===== config.mk =====
export PLATFORM = sky130hd
export DESIGN_NAME = adcsic_top
export DESIGN_NICKNAME = d
export VERILOG_FILES = /design/src/core/adcsic_pkg.sv /design/src/core/adcsic_top.sv /design/src/core/adcsic_channel.sv /design/src/core/adcsic_gnd_switch.sv
export VERILOG_INCLUDE_DIRS = /design/src /design/src/core
export SDC_FILE = /design/constraint.sdc
export NUM_CORES = 1
export LEC_CHECK = 0
export ABC_AREA = 1
export BUFFER_PORTS_ARGS = -buffer_cell sky130_fd_sc_hd__buf_2
export CAP_MARGIN = 40
export CORE_ASPECT_RATIO = 1.4
export CORE_MARGIN = 2
export CORE_UTILIZATION = 55
export DETAILED_ROUTE_END_ITERATION = 8
export GPL_ROUTABILITY_DRIVEN = 0
export PLACE_DENSITY = 0.76
export SLEW_MARGIN = 20
export SYNTH_ARGS = -nofsm -noshare
export SYNTH_HDL_FRONTEND = slang
export SYNTH_SLANG_ARGS = --single-unit

===== constraint.sdc =====
create_clock -name clock -period 16.45 [get_ports clock]
set_input_delay 0.8225 -clock clock [delete_from_list [all_inputs] [get_ports clock]]
set_output_delay 0.8225 -clock clock [all_outputs]
set_load 0.01 [all_outputs]

===== src/core/adcsic_regs.svh =====
// Purpose: Offsets, field positions, reset values and timing constants
// Assumes: Processor addresses are full 32-bit byte addresses
// Notes:   Definitions only
`ifndef ADCSIC_REGS_SVH
`define ADCSIC_REGS_SVH

// ********************************************************
// Register addresses
// ********************************************************
`define ADCSIC_OFF_STATUS 32'hFFFF0500
`define ADCSIC_OFF_MASK 32'hFFFF0504
`define ADCSIC_OFF_MODE 32'hFFFF0508
`define ADCSIC_OFF_CURCTRL 32'hFFFF050C
`define ADCSIC_OFF_VTCTRL 32'hFFFF0510
`define ADCSIC_OFF_CURDAT 32'hFFFF0520
`define ADCSIC_OFF_VLTDAT 32'hFFFF0524
`define ADCSIC_OFF_TMPDAT 32'hFFFF0528
`define ADCSIC_OFF_CONFIG 32'hFFFF0530
`define ADCSIC_OFF_THRESH 32'hFFFF0534
`define ADCSIC_OFF_CNTVAL 32'hFFFF0538
`define ADCSIC_OFF_CNTLIM 32'hFFFF053C

// ********************************************************
// Reset values
// ********************************************************
`define ADCSIC_RST_MASK 8'h00
`define ADCSIC_RST_MODE 8'h00
`define ADCSIC_RST_CONFIG 8'h00
`define ADCSIC_RST_WORD 16'h0000

// ********************************************************
// Field positions
// ********************************************************
`define ADCSIC_CFG_GND_CONNECT 7
`define ADCSIC_CFG_OVR_EN 2
`define ADCSIC_CFG_CNT_USE 1
`define ADCSIC_CFG_CMP_EN 0
`define ADCSIC_MODE_RES_SEL 6
`define ADCSIC_CTRL_ENABLE 15
`define ADCSIC_CTRL_GAIN_HI 3
`define ADCSIC_VT_INSEL_HI 7
`define ADCSIC_VT_INSEL_LO 6

// ********************************************************
// Result clamps and timing
// ********************************************************
`define ADCSIC_POS_FULL 16'h7FFF
`define ADCSIC_NEG_FULL 16'h8000
`define ADCSIC_VT_DISCARD 2'h2
`define ADCSIC_CLK_PERIOD_NS 100
`define ADCSIC_OVR_PERIOD_NS 125000

`endif


===== src/core/adcsic_pkg.sv =====
// Purpose: Types shared by the converter status block
// Assumes: Nothing
// Notes:   Constants live in adcsic_regs.svh
package adcsic_pkg;

  // ********************************************************
  // Converter result strobe
  // ********************************************************
  typedef struct packed {
    logic valid;
    logic over;
    logic under;
    logic [15:0] data;
  } adcsic_conv_type;

  // ********************************************************
  // Processor register request
  // ********************************************************
  typedef struct packed {
    logic wr;
    logic rd;
    logic [31:0] addr;
    logic [15:0] wdata;
  } adcsic_bus_type;

endpackage


===== src/core/adcsic_top.sv =====
// Purpose: Converter status, interrupt and result handoff registers
// Assumes: Converter strobes and processor requests are synchronous
// Notes:   Read data is registered one cycle after the read strobe
//
// Overview of operation
// - Ground switch floats whenever config bit 7 is clear.
// - Ground connect set: mode bit 6 picks direct or 20k path.
// - Status bits 15..8 are flags only, never interrupt.
// - Status bits 7..0 masked per bit then ORed into one interrupt.
// - Mask bit 1 enables a source; mask resets to zero.
// - Reading the current result clears every ready bit.
// - With current converter off, voltage or temperature read clears all.
// - Unless the core sleeps, a result loads only while its ready bit is clear.
// - While the core sleeps, results load the latest value except during settling discard.
// - Calibration bit sets on calibration end, clears on mode write.
// - Over or underrange sets channel error bit and clamps result.
// - Error bit clears when an in-range result loads.
// - Comparator bit sets on threshold exceed; with count use, only on the exceed that makes the count match the limit.
// - Comparator bit clears on reconfiguration or comparator disable.
// - Overrange bit sampled every 125 us when detection enabled.
// - Overrange bit clears only on detect disable or gain change.
// - Temperature ready sets on load or calibration; temp/current read clears.
// - Voltage ready sets on load or calibration; volt/current read clears.
// - Current ready sets on load or calibration; current read clears.
// - With chopOff set, voltage/temperature first result is the third conversion after switch.
`timescale 1ns/1ps
`default_nettype none
`include "adcsic_regs.svh"

module adcsic_top (
  // Clock and reset
  input wire logic clock,
  input wire logic rst,
  // Processor register access
  input wire adcsic_pkg::adcsic_bus_type busReq,
  output logic [15:0] rdData,
  // Converter results
  input wire adcsic_pkg::adcsic_conv_type curConv,
  input wire adcsic_pkg::adcsic_conv_type vltConv,
  input wire adcsic_pkg::adcsic_conv_type tmpConv,
  // Converter events
  input wire logic calDone,
  input wire logic grossOver,
  input wire logic chopOff,
  input wire logic coreAsleep,
  // Mode to converters
  output logic [7:0] convMode,
  // Interrupt
  output logic irq,
  // Ground switch pin
  output logic gndSwOut,
  output logic gndSwOeN,
  output logic gndSwViaRes
);
  import adcsic_pkg::*;

  localparam int OVR_CYC = `ADCSIC_OVR_PERIOD_NS / `ADCSIC_CLK_PERIOD_NS;
  localparam logic [10:0] OVR_LAST = 11'(OVR_CYC - 1);

  // ********************************************************
  // Register state
  // ********************************************************
  logic [7:0] mask_q;
  logic [7:0] mode_q;
  logic [7:0] cfg_q;
  logic [15:0] curCtrl_q;
  logic [15:0] vtCtrl_q;
  logic [15:0] thresh_q;
  logic [15:0] cntLim_q;
  logic [15:0] cntVal_q;
  logic [15:0] rdData_q;
  logic [2:0] rdy_q;
  logic [2:0] rdy_d;
  logic cmp_q;
  logic ovr_q;
  logic cal_q;
  logic [10:0] tick_q;
  logic curLoaded_q;

  // ********************************************************
  // Address decode
  // ********************************************************
  wire wrMask = busReq.wr && busReq.addr == `ADCSIC_OFF_MASK;
  wire wrMode = busReq.wr && busReq.addr == `ADCSIC_OFF_MODE;
  wire wrCfg = busReq.wr && busReq.addr == `ADCSIC_OFF_CONFIG;
  wire wrCur = busReq.wr && busReq.addr == `ADCSIC_OFF_CURCTRL;
  wire wrVt = busReq.wr && busReq.addr == `ADCSIC_OFF_VTCTRL;
  wire wrTh = busReq.wr && busReq.addr == `ADCSIC_OFF_THRESH;
  wire wrLim = busReq.wr && busReq.addr == `ADCSIC_OFF_CNTLIM;
  wire rdCur = busReq.rd && busReq.addr == `ADCSIC_OFF_CURDAT;
  wire rdVlt = busReq.rd && busReq.addr == `ADCSIC_OFF_VLTDAT;
  wire rdTmp = busReq.rd && busReq.addr == `ADCSIC_OFF_TMPDAT;

  // ********************************************************
  // Channel enables and reconfiguration events
  // ********************************************************
  wire curEn = curCtrl_q[`ADCSIC_CTRL_ENABLE];
  wire vtEn = vtCtrl_q[`ADCSIC_CTRL_ENABLE];
  wire gainChg = wrCur && busReq.wdata[`ADCSIC_CTRL_GAIN_HI:0] !=
                 curCtrl_q[`ADCSIC_CTRL_GAIN_HI:0];
  wire vtSwitch = wrVt &&
    busReq.wdata[`ADCSIC_VT_INSEL_HI:`ADCSIC_VT_INSEL_LO] !=
    vtCtrl_q[`ADCSIC_VT_INSEL_HI:`ADCSIC_VT_INSEL_LO];
  wire cmpEn = cfg_q[`ADCSIC_CFG_CMP_EN];
  wire cntUse = cfg_q[`ADCSIC_CFG_CNT_USE];
  wire ovrEn = cfg_q[`ADCSIC_CFG_OVR_EN];

  // ********************************************************
  // Result channels
  // ********************************************************
  wire [15:0] curRes;
  wire [15:0] vltRes;
  wire [15:0] tmpRes;
  wire [2:0] err;
  wire [2:0] loaded;

  adcsic_channel curChan (
    .clock(clock),
    .rst(rst),
    .conv(curConv),
    .restart(1'b0),
    .settleOn(1'b0),
    .ready(rdy_q[0]),
    .coreAsleep(coreAsleep),
    .result(curRes),
    .convErr(err[0]),
    .loaded(loaded[0])
  );

  adcsic_channel vltChan (
    .clock(clock),
    .rst(rst),
    .conv(vltConv),
    .restart(vtSwitch),
    .settleOn(chopOff),
    .ready(rdy_q[1]),
    .coreAsleep(coreAsleep),
    .result(vltRes),
    .convErr(err[1]),
    .loaded(loaded[1])
  );

  adcsic_channel tmpChan (
    .clock(clock),
    .rst(rst),
    .conv(tmpConv),
    .restart(vtSwitch),
    .settleOn(chopOff),
    .ready(rdy_q[2]),
    .coreAsleep(coreAsleep),
    .result(tmpRes),
    .convErr(err[2]),
    .loaded(loaded[2])
  );

  // ********************************************************
  // Ready bits
  // ********************************************************
  wire [2:0] chEn = {vtEn, vtEn, curEn};
  wire clrAll = rdCur || (!curEn && (rdVlt || rdTmp));
  wire [2:0] rdyClr = {clrAll || rdTmp, clrAll || rdVlt, clrAll || !curEn};

  generate
    for (genvar i = 0; i < 3; i++) begin : gRdy
      wire rdySet = chEn[i] && (loaded[i] || calDone);
      assign rdy_d[i] = rdySet || (rdy_q[i] && !rdyClr[i]);
    end
  endgenerate

  // ********************************************************
  // Comparator
  // ********************************************************
  wire [15:0] absCur = curRes[15] ? 16'(~curRes + 16'h0001) : curRes;
  wire exceed = curLoaded_q && (absCur > thresh_q);
  wire [15:0] cntNext = 16'(cntVal_q + 16'h0001);
  wire cmpSet = cmpEn && exceed && (!cntUse || cntNext == cntLim_q);
  wire cmpClr = !cmpEn || wrCur || wrVt;

  // ********************************************************
  // Overrange sampling
  // ********************************************************
  wire tick = tick_q == OVR_LAST;
  wire ovrSet = tick && ovrEn && grossOver;
  wire ovrClr = !ovrEn || gainChg;

  // ********************************************************
  // Status word and interrupt
  // ********************************************************
  wire [15:0] status = {cal_q, err[2], err[1], err[0], 7'h00,
                        cmp_q, ovr_q, rdy_q};
  assign irq = |(status[7:0] & mask_q);

  // ********************************************************
  // Read multiplexer
  // ********************************************************
  wire [31:0] ra = busReq.addr;
  wire [15:0] rdMux =
    ra == `ADCSIC_OFF_STATUS ? status :
    ra == `ADCSIC_OFF_MASK ? {8'h00, mask_q} :
    ra == `ADCSIC_OFF_MODE ? {8'h00, mode_q} :
    ra == `ADCSIC_OFF_CONFIG ? {8'h00, cfg_q} :
    ra == `ADCSIC_OFF_CURCTRL ? curCtrl_q :
    ra == `ADCSIC_OFF_VTCTRL ? vtCtrl_q :
    ra == `ADCSIC_OFF_CURDAT ? curRes :
    ra == `ADCSIC_OFF_VLTDAT ? vltRes :
    ra == `ADCSIC_OFF_TMPDAT ? tmpRes :
    ra == `ADCSIC_OFF_THRESH ? thresh_q :
    ra == `ADCSIC_OFF_CNTVAL ? cntVal_q :
    ra == `ADCSIC_OFF_CNTLIM ? cntLim_q : 16'h0000;

  // ********************************************************
  // Configuration registers
  // ********************************************************
  always_ff @(posedge clock or posedge rst) begin
    if (rst) begin
      mask_q <= `ADCSIC_RST_MASK;
      mode_q <= `ADCSIC_RST_MODE;
      cfg_q <= `ADCSIC_RST_CONFIG;
      curCtrl_q <= `ADCSIC_RST_WORD;
      vtCtrl_q <= `ADCSIC_RST_WORD;
      thresh_q <= `ADCSIC_RST_WORD;
      cntLim_q <= `ADCSIC_RST_WORD;
      rdData_q <= `ADCSIC_RST_WORD;
    end else begin
      if (wrMask) mask_q <= busReq.wdata[7:0];
      if (wrMode) mode_q <= busReq.wdata[7:0];
      if (wrCfg) cfg_q <= busReq.wdata[7:0];
      if (wrCur) curCtrl_q <= busReq.wdata;
      if (wrVt) vtCtrl_q <= busReq.wdata;
      if (wrTh) thresh_q <= busReq.wdata;
      if (wrLim) cntLim_q <= busReq.wdata;
      if (busReq.rd) rdData_q <= rdMux;
    end
  end

  // ********************************************************
  // Status flags
  // ********************************************************
  always_ff @(posedge clock or posedge rst) begin
    if (rst) begin
      rdy_q <= 3'h0;
      cmp_q <= 1'b0;
      ovr_q <= 1'b0;
      cal_q <= 1'b0;
      tick_q <= 11'h000;
      cntVal_q <= `ADCSIC_RST_WORD;
      curLoaded_q <= 1'b0;
    end else begin
      rdy_q <= rdy_d;
      cmp_q <= cmpSet || (cmp_q && !cmpClr);
      ovr_q <= ovrSet || (ovr_q && !ovrClr);
      cal_q <= calDone || (cal_q && !wrMode);
      tick_q <= tick ? 11'h000 : 11'(tick_q + 11'h001);
      curLoaded_q <= loaded[0];
      if (cmpClr || cmpSet) cntVal_q <= `ADCSIC_RST_WORD;
      else if (cmpEn && exceed) cntVal_q <= cntNext;
    end
  end

  // ********************************************************
  // Outputs and ground switch
  // ********************************************************
  assign rdData = rdData_q;
  assign convMode = mode_q;

  adcsic_gnd_switch gndSw (
    .gndConnect(cfg_q[`ADCSIC_CFG_GND_CONNECT]),
    .resSel(mode_q[`ADCSIC_MODE_RES_SEL]),
    .pinOut(gndSwOut),
    .pinOeN(gndSwOeN),
    .viaRes(gndSwViaRes)
  );
endmodule
`default_nettype wire


===== src/core/adcsic_channel.sv =====
// Purpose: One result register with clamp, error flag and load gating
// Assumes: conv.valid is a one-cycle pulse
// Notes:   Settling discard only starts when settleOn is high
`timescale 1ns/1ps
`default_nettype none
`include "adcsic_regs.svh"

module adcsic_channel (
  // Clock and reset
  input wire logic clock,
  input wire logic rst,
  // Converter side
  input wire adcsic_pkg::adcsic_conv_type conv,
  input wire logic restart,
  input wire logic settleOn,
  // Status side
  input wire logic ready,
  input wire logic coreAsleep,
  output logic [15:0] result,
  output logic convErr,
  output logic loaded
);
  import adcsic_pkg::*;

  logic [1:0] discard_q;
  logic [1:0] discard_d;
  logic [15:0] result_q;
  logic err_q;
  wire accept = conv.valid && (discard_q == 2'h0);
  wire isErr = conv.over || conv.under;
  wire [15:0] clamped = conv.over ? `ADCSIC_POS_FULL :
                        conv.under ? `ADCSIC_NEG_FULL : conv.data;

  // ********************************************************
  // Settling discard after an input switch
  // ********************************************************
  assign discard_d = (restart && settleOn) ? `ADCSIC_VT_DISCARD :
                     (conv.valid && discard_q != 2'h0) ?
                     discard_q - 2'h1 : discard_q;

  // ********************************************************
  // Result load gating
  // ********************************************************
  assign loaded = accept && (!ready || coreAsleep);

  always_ff @(posedge clock or posedge rst) begin
    if (rst) begin
      discard_q <= 2'h0;
      result_q <= `ADCSIC_RST_WORD;
      err_q <= 1'b0;
    end else begin
      discard_q <= discard_d;
      if (loaded) begin
        result_q <= clamped;
        err_q <= isErr;
      end
    end
  end

  assign result = result_q;
  assign convErr = err_q;
endmodule
`default_nettype wire


===== src/core/adcsic_gnd_switch.sv =====
// Purpose: Ground switch pin control
// Assumes: Pin is a switch to ground, never driven high
// Notes:   Output enable is low while the switch conducts
`timescale 1ns/1ps
`default_nettype none

module adcsic_gnd_switch (
  // Configuration
  input wire logic gndConnect,
  input wire logic resSel,
  // Pin
  output logic pinOut,
  output logic pinOeN,
  output logic viaRes
);
  // ********************************************************
  // Switch paths
  // ********************************************************
  assign pinOut = 1'b0;
  assign pinOeN = !gndConnect;
  assign viaRes = gndConnect && resSel;
endmodule
`default_nettype wire


---- Word level (Yosys, flattened, before mapping) ----
Index checks and enable logic that the tools add are counted.
operators by class
  add/subtract/negate cells ............... 6
  magnitude comparators ................... 1
  equality and inequality tests ........... 16
  muxes and demuxes ....................... 26
  bitwise operators ....................... 2
  reductions and logical operators ........ 87
operators with widths
  cell                     number
  $eq A32 B32 Y1 const B   12
  $mux W16                 21
  $logic_and A1 B1 Y1      38
  $add A16 B1 Y16 const B  2
  $logic_or A1 B1 Y1       25
  $eq A16 B16 Y1           1
  $gt A16 B16 Y1           1
  $not A16 Y16             1
  $logic_not A1 Y1         14
  $reduce_bool A2 Y1       6
  $add A11 B1 Y11 const B  1
  $eq A11 B11 Y1 const B   1
  $mux W11                 1
  $and A5 B8 Y8            1
  $mux W2                  4
  $reduce_or A8 Y1         1
  $logic_not A2 Y1         3
  $sub A2 B1 Y2 const B    3
  $ne A4 B4 Y1             1
  $ne A2 B2 Y1             1
storage, ports and cells
  register bits after elaboration ......... 195
  input bits .............................. 113
  output and inout port bits .............. 28

---- Depth between registers and ports, before layout ----
  depth in word-level cells ............... 13
  mapped depth ............................ 20
  mapped depth without buffers ............ 19

---- Modules after synthesis ----
From an unflattened synthesis, not the netlist that was laid out.
second synthesis, totals
  cell total of the unflattened synthesis .. 1650
  area, all modules ....................... 11582.4 um^2
modules (own cells, without submodules)
  module             times used  cells each  area each (um^2)  seq. area each (um^2)
  adcsic_top         1           1255        8722.1            3453.3
  adcsic_channel     3           130         945.9             475.5
  adcsic_gnd_switch  1           5           22.5              0.0

---- Worst setup path before layout ----
Ideal clock, no wire load.
  kind .................................... reg2reg
  start point ............................. register curChan.result_q[0] (netlist: curChan.result[0])
  end point ............................... register cntVal_q[6]
  setup time .............................. 0.064 ns
  arrival ................................. 2.979 ns
  data required time ...................... 16.386 ns
  setup slack ............................. 13.408 ns
  stages on the path, launching flop included .. 21
  clock period less this slack ............ 3.042 ns
  cell sequence ........................... dfrtp_1 -> inv_1 -> ha_1 -> nand4_1 -> nor2_1 -> nand2_1 -> o31ai_1 -> nand2_1 -> xor2_1 -> ha_1 -> nand2_1 -> nor2_1 -> nand2_1 -> nor4_1 -> nor2_1 -> and3_2 -> nor2_1 -> buf_2 -> buf_4 -> nand2_1 -> nand2_2
between the ends
  word-level cells in the longest chain between the ends .. 9
RTL lines
  item                                                   line                                  source
  start: declaration                                     adcsic_channel.sv:27                  logic [15:0] result_q;
  start signal: assignment                               adcsic_channel.sv:49                  result_q <= `ADCSIC_RST_WORD;
  start signal: assignment                               adcsic_channel.sv:54                  result_q <= clamped;
  $not A16 Y16                                           adcsic_top.sv:173                     wire [15:0] absCur = curRes[15] ? 16'(~curRes + 16'h0001) : curRes;
  $add A16 B1 Y16                                        adcsic_top.sv:173
  $mux W16 (*)                                           adcsic_top.sv:173
  $gt A16 B16 Y1 (*)                                     adcsic_top.sv:174                     wire exceed = curLoaded_q && (absCur > thresh_q);
  $logic_and A1 B1 Y1 (*)                                adcsic_top.sv:174
  $logic_and A1 B1 Y1 (*)                                adcsic_top.sv:176, adcsic_top.sv:256
  $logic_and A1 B1 Y1                                    adcsic_top.sv:176                     wire cmpSet = cmpEn && exceed && (!cntUse || cntNext == cntLim_q);
  $logic_or A1 B1 Y1                                     adcsic_top.sv:255                     if (cmpClr || cmpSet) cntVal_q <= `ADCSIC_RST_WORD;
  $mux W16 / $reduce_bool A2 Y1 (equally long branches)  -
  end signal: assignment                                 adcsic_top.sv:246                     cntVal_q <= `ADCSIC_RST_WORD;
  end signal: assignment                                 adcsic_top.sv:255
  end signal: assignment                                 adcsic_top.sv:256                     else if (cmpEn && exceed) cntVal_q <= cntNext;
  end: declaration                                       adcsic_top.sv:70                      logic [15:0] cntVal_q;
Every way passes the cells marked *; elsewhere a longest branch is shown, timed or not.
A chain may end at the register's enable or synchronous reset.

---- Final worst setup path ----
  start point ............................. register curChan.result_q[0] (netlist: curChan.result[0])
  end point ............................... register cntVal_q[10]
Same word-level chain as after synthesis.

==> tab_implementation.tex <==
\begin{tabular}{lr}
\hline
Metric & Value \\
\hline
\multicolumn{2}{l}{\textbf{Detailed routing}} \\
Routed wirelength normalized by instance count & roughly 17 µm \\
1st-iter DRT viols & about 1000 \\
Via count & about 11000 \\
Detailed-route wire length & 32200 µm \\
Drt drc & 0 \\
Drt first pass iters & 6 \\
Remaining antenna violation count & 0 \\
Post-detailed-route via-to-cell ratio & 5.52 \\
\multicolumn{2}{l}{\textbf{STA}} \\
Final Hold Fails & 0 \\
Number of pins exceeding their max-slew limit in the final report & 0 \\
Fraction of the cycle the final worst path needs & 22.5\% \\
Unrepaired setup endpoints after global routing & false \\
Top achievable clock speed & 270 MHz \\
Transition time of the tightest slew-check pin & 0.846 ns \\
Clock Skews & about 0.0077 ns \\
Slew margin rel. & 43.5\% \\
Setup TNS after final layout & 0 ns \\
Final critical-path required period & 3.71 ns \\
Final setup fails & 0 \\
\multicolumn{2}{l}{\textbf{Worst setup path}} \\
Crit path DAT & around 4.1 ns \\
Setup CP Type & register to register \\
Type of element capturing the critical path & register \\
Crit path launch type & register \\
Reg-to-reg critical path endpoint & cntVal\_q[10] \\
Maximum net fanout on the critical path & 29 \\
Reg-to-reg slack, setup & 12.74 ns \\
Crit path capture & cntVal\_q[10] \\
Req. time, crit path & 16.79 ns \\
Worst R2R Path Depth & 20 \\
Launch point of the worst path & curChan.result[0] \\
Origin of the critical flop-to-flop path & curChan.result[0] \\
\multicolumn{2}{l}{\textbf{Global routing}} \\
Number of global-route vias before repair & 10200 \\
Congestion Overflow GR & 0 \\
Total routing usage reported by global routing & 29.8\% \\
Initial antenna violation count & 0 \\
Maximum number of pins on one net before global-route repair & 73 \\
Global-route wire length before repair & roughly 50000 µm \\
\multicolumn{2}{l}{\textbf{Clock tree}} \\
Deepest clock path buffer count & 2 \\
Worst skew pair latency & 0.44 ns \\
Number of resized instances in the post-cts repair step & 0 \\
Clock transition at path regs & around 0.080 ns \\
Number of buffers inserted by post-CTS setup repair & 0 \\
Number of buffers created by CTS & 17 \\
Root buffer cell & clkbuf\_16 \\
Hold buffer count at cts & 0 \\
CTS H-Tree Depth & 4 \\
Clock tree from TritonCTS & built \\
Number of sinks on the clock net & 195 \\
\multicolumn{2}{l}{\textbf{Power and ir drop}} \\
Internal Dissipation & about 0.88 mW \\
Peak ir drop on the vdd network & approximately 83 µV \\
Clock network fraction of total power & between 30 and 40\% \\
Portion of total power attributed to sequential cells & 45.1\% \\
Sum of internal, switching and leakage power & 1.34 mW \\
Net switching fraction of the power & 34.6\% \\
Leak pwr & 6.39 nW \\
Combinational power share & 24.1\% \\
Power per cell area & between 100 and 150 nW/µm² \\
Switching Power & about 0.46 mW \\
\multicolumn{2}{l}{\textbf{Synthesis}} \\
Most used flip-flop cell after synthesis & dfrtp\_1 \\
Number of nets produced by synthesis & 1683 \\
Distinct cell type count of the synthesized netlist & 48 \\
Synthesized instance count & 1547 \\
Async set-or-reset flop fraction in the synthesized netlist & 100\% \\
Mean Syn Cell Area & about 7.3 µm² \\
Number of enable-type register cells in the synthesized netlist & 0 \\
Synthesis warning total & 0 \\
Number of storage elements in the synthesis netlist & 195 \\
Post-Syn Area & 11300 µm² \\
Portion of the post-synthesis area used by sequential elements & 43.3\% \\
\multicolumn{2}{l}{\textbf{Final layout}} \\
Net count, final & 1805 \\
Synth-to-layout area growth & 13.7\% \\
Fill cell count & 1859 \\
Post-layout instance count excluding filler cells & 1939 \\
Ratio of cells with drive above 1 in the final layout & 14.7\% \\
\multicolumn{2}{l}{\textbf{Place}} \\
Number of placed instances, taps included & 1903 \\
Buffers on Ports & between 100 and 150 \\
Detailed placer's ending HPWL & 24300 µm \\
\multicolumn{2}{l}{\textbf{Floorplan}} \\
Core area & slightly above 20000 µm² \\
Number of primary I/O pins & roughly 140 \\
Starting density of the core & 55.5\% \\
Overall die area & about 22000 µm² \\
Height of the die & 173 µm \\
Horizontal extent of the die & 125 µm \\
Placement row count & 62 \\
\multicolumn{2}{l}{\textbf{Run}} \\
Max-cap violations & 0 \\
\multicolumn{2}{l}{\textbf{Run status}} \\
Outcome & complete, no violations \\
\multicolumn{2}{l}{\textbf{Min path}} \\
Hold Crit Class & primary input to asynchronous set/reset pin \\
\hline
\end{tabular}
[Yosys cell counts, types with 6 or more instances]
cell / count / area, µm²
a21oi_1: 49 / 245
buf_2: 7 / 35.0
clkbuf_1: 36 / 135
dfrtp_1: 195 / 4880
ha_1: 23 / 288
inv_1: 210 / 788
inv_2: 7 / 26.3
nand2_1: 394 / 1480
nand2_2: 14 / 87.6
nand3_1: 65 / 325
nand3_2: 14 / 140
nand4_1: 35 / 219
nor2_1: 198 / 743
nor2_2: 9 / 56.3
nor3_1: 13 / 65.1
nor4_1: 8 / 50.1
o211ai_1: 8 / 60.1
o21ai_0: 172 / 861
o22ai_1: 6 / 37.5
xor2_1: 29 / 254
[final cells by class]
type	instances	area (µm²)	area share, %
clock inverters	14	140	1.09
diodes	1	2.50	0.0195
well taps	256	320	2.50
inverters	218	826	6.44
clock buffers	18	439	3.42
multi-input cells	1085	5370	41.9
repair buffers	152	848	6.61
flip-flops and latches	195	4880	38.0
[worst max-delay path: stages (launching register included)]
cell and delay, ns:
dfrtp_1 0.40, inv_1 0.12, ha_1 0.21, nand4_1 0.12, nor2_1 0.14, nand2_1 0.08
o31ai_1 0.42, nand2_1 0.12, xor2_1 0.17, ha_1 0.29, nand2_1 0.07, nor2_1 0.18
nand2_1 0.10, nor4_1 0.22, nor2_1 0.07, and3_2 0.27, nor2_1 0.10, buf_4 0.29
nor2_1 0.10, nand3_2 0.09, nand2_2 0.04
[stage by stage]
stage / setup slack (ns) / hold slack, ns / utilization [%] / area (µm²)
floorplan: 10.32 / 0.446 / - / 11300
global placement: 13.02 / 0.459 / 59.8 / 12200
detailed placement: 12.86 / 0.461 / 60.0 / 12200
CTS: 12.79 / 0.404 / 62.9 / 12800
global route: 12.30 / 0.404 / 63.1 / 12800
finish: 12.74 / 0.359 / 63.1 / 12800
[worst min-delay path by stage]
| stage | cells after the start | endpoint |
|---|---|---|
| after floorplan | 2 | mask_q[5] |
| after global placement | 2 | rdData[5] |
| after detailed placement | 2 | rdData[8] |
| after CTS | 2 | tmpChan.result[3] |
| after global routing | 2 | tmpChan.result[3] |
| final | 2 | tmpChan.result[3] |
[cells by family (layout without fill, tap and decap cells)]
kind of cell	Yosys count	after routing	share of synthesized area (%)
flops	195	195	43.3
xor+xnor	35	35	2.84
simple gates	767	767	29.9
other cells	1	2	0.0333
buf+inv	267	402	9.20
compound gates	259	259	12.2
fa+ha+maj	23	23	2.55
[layout by cell type (no fill, tap or decap), drive strengths merged, types with 6 or more instances in the layout]
cell / n
a21oi: 49
nor3: 17
clkbuf: 18
o21ai: 177
ha: 23
buf: 152
dfrtp: 195
xor2: 29
nand2: 409
nor4: 8
nand3: 79
inv: 224
nand4: 35
o22ai: 6
o211ai: 8
nor2: 210
[power groups by stage]
stage	Sequential [mW]	Combinational [mW]	Clock (mW)
2_1_floorplan	0.587	0.235	0
3_3_place_gp	0.612	0.303	0
3_5_place_dp	0.613	0.316	0
4_1_cts	0.603	0.322	0.415
5_1_grt	0.610	0.373	0.435
6_report	0.605	0.323	0.412
[sequential cells by signal, indices dropped and copies added, names as in the netlist, 16 cells and up]
register	count
thresh_q	16
cntLim_q	16
vtCtrl_q	16
rdData	16
curChan.result	16
tmpChan.result	16
cntVal_q	16
curCtrl_q	16
vltChan.result	16
[routing by layer]
metal	share of wire, %	global-route usage, %
met1	39	37.3
met2	49	50.2
met5	0	0
met4	5.6	15.8
met3	6.7	4.04
(Power assumes the default switching activity.)
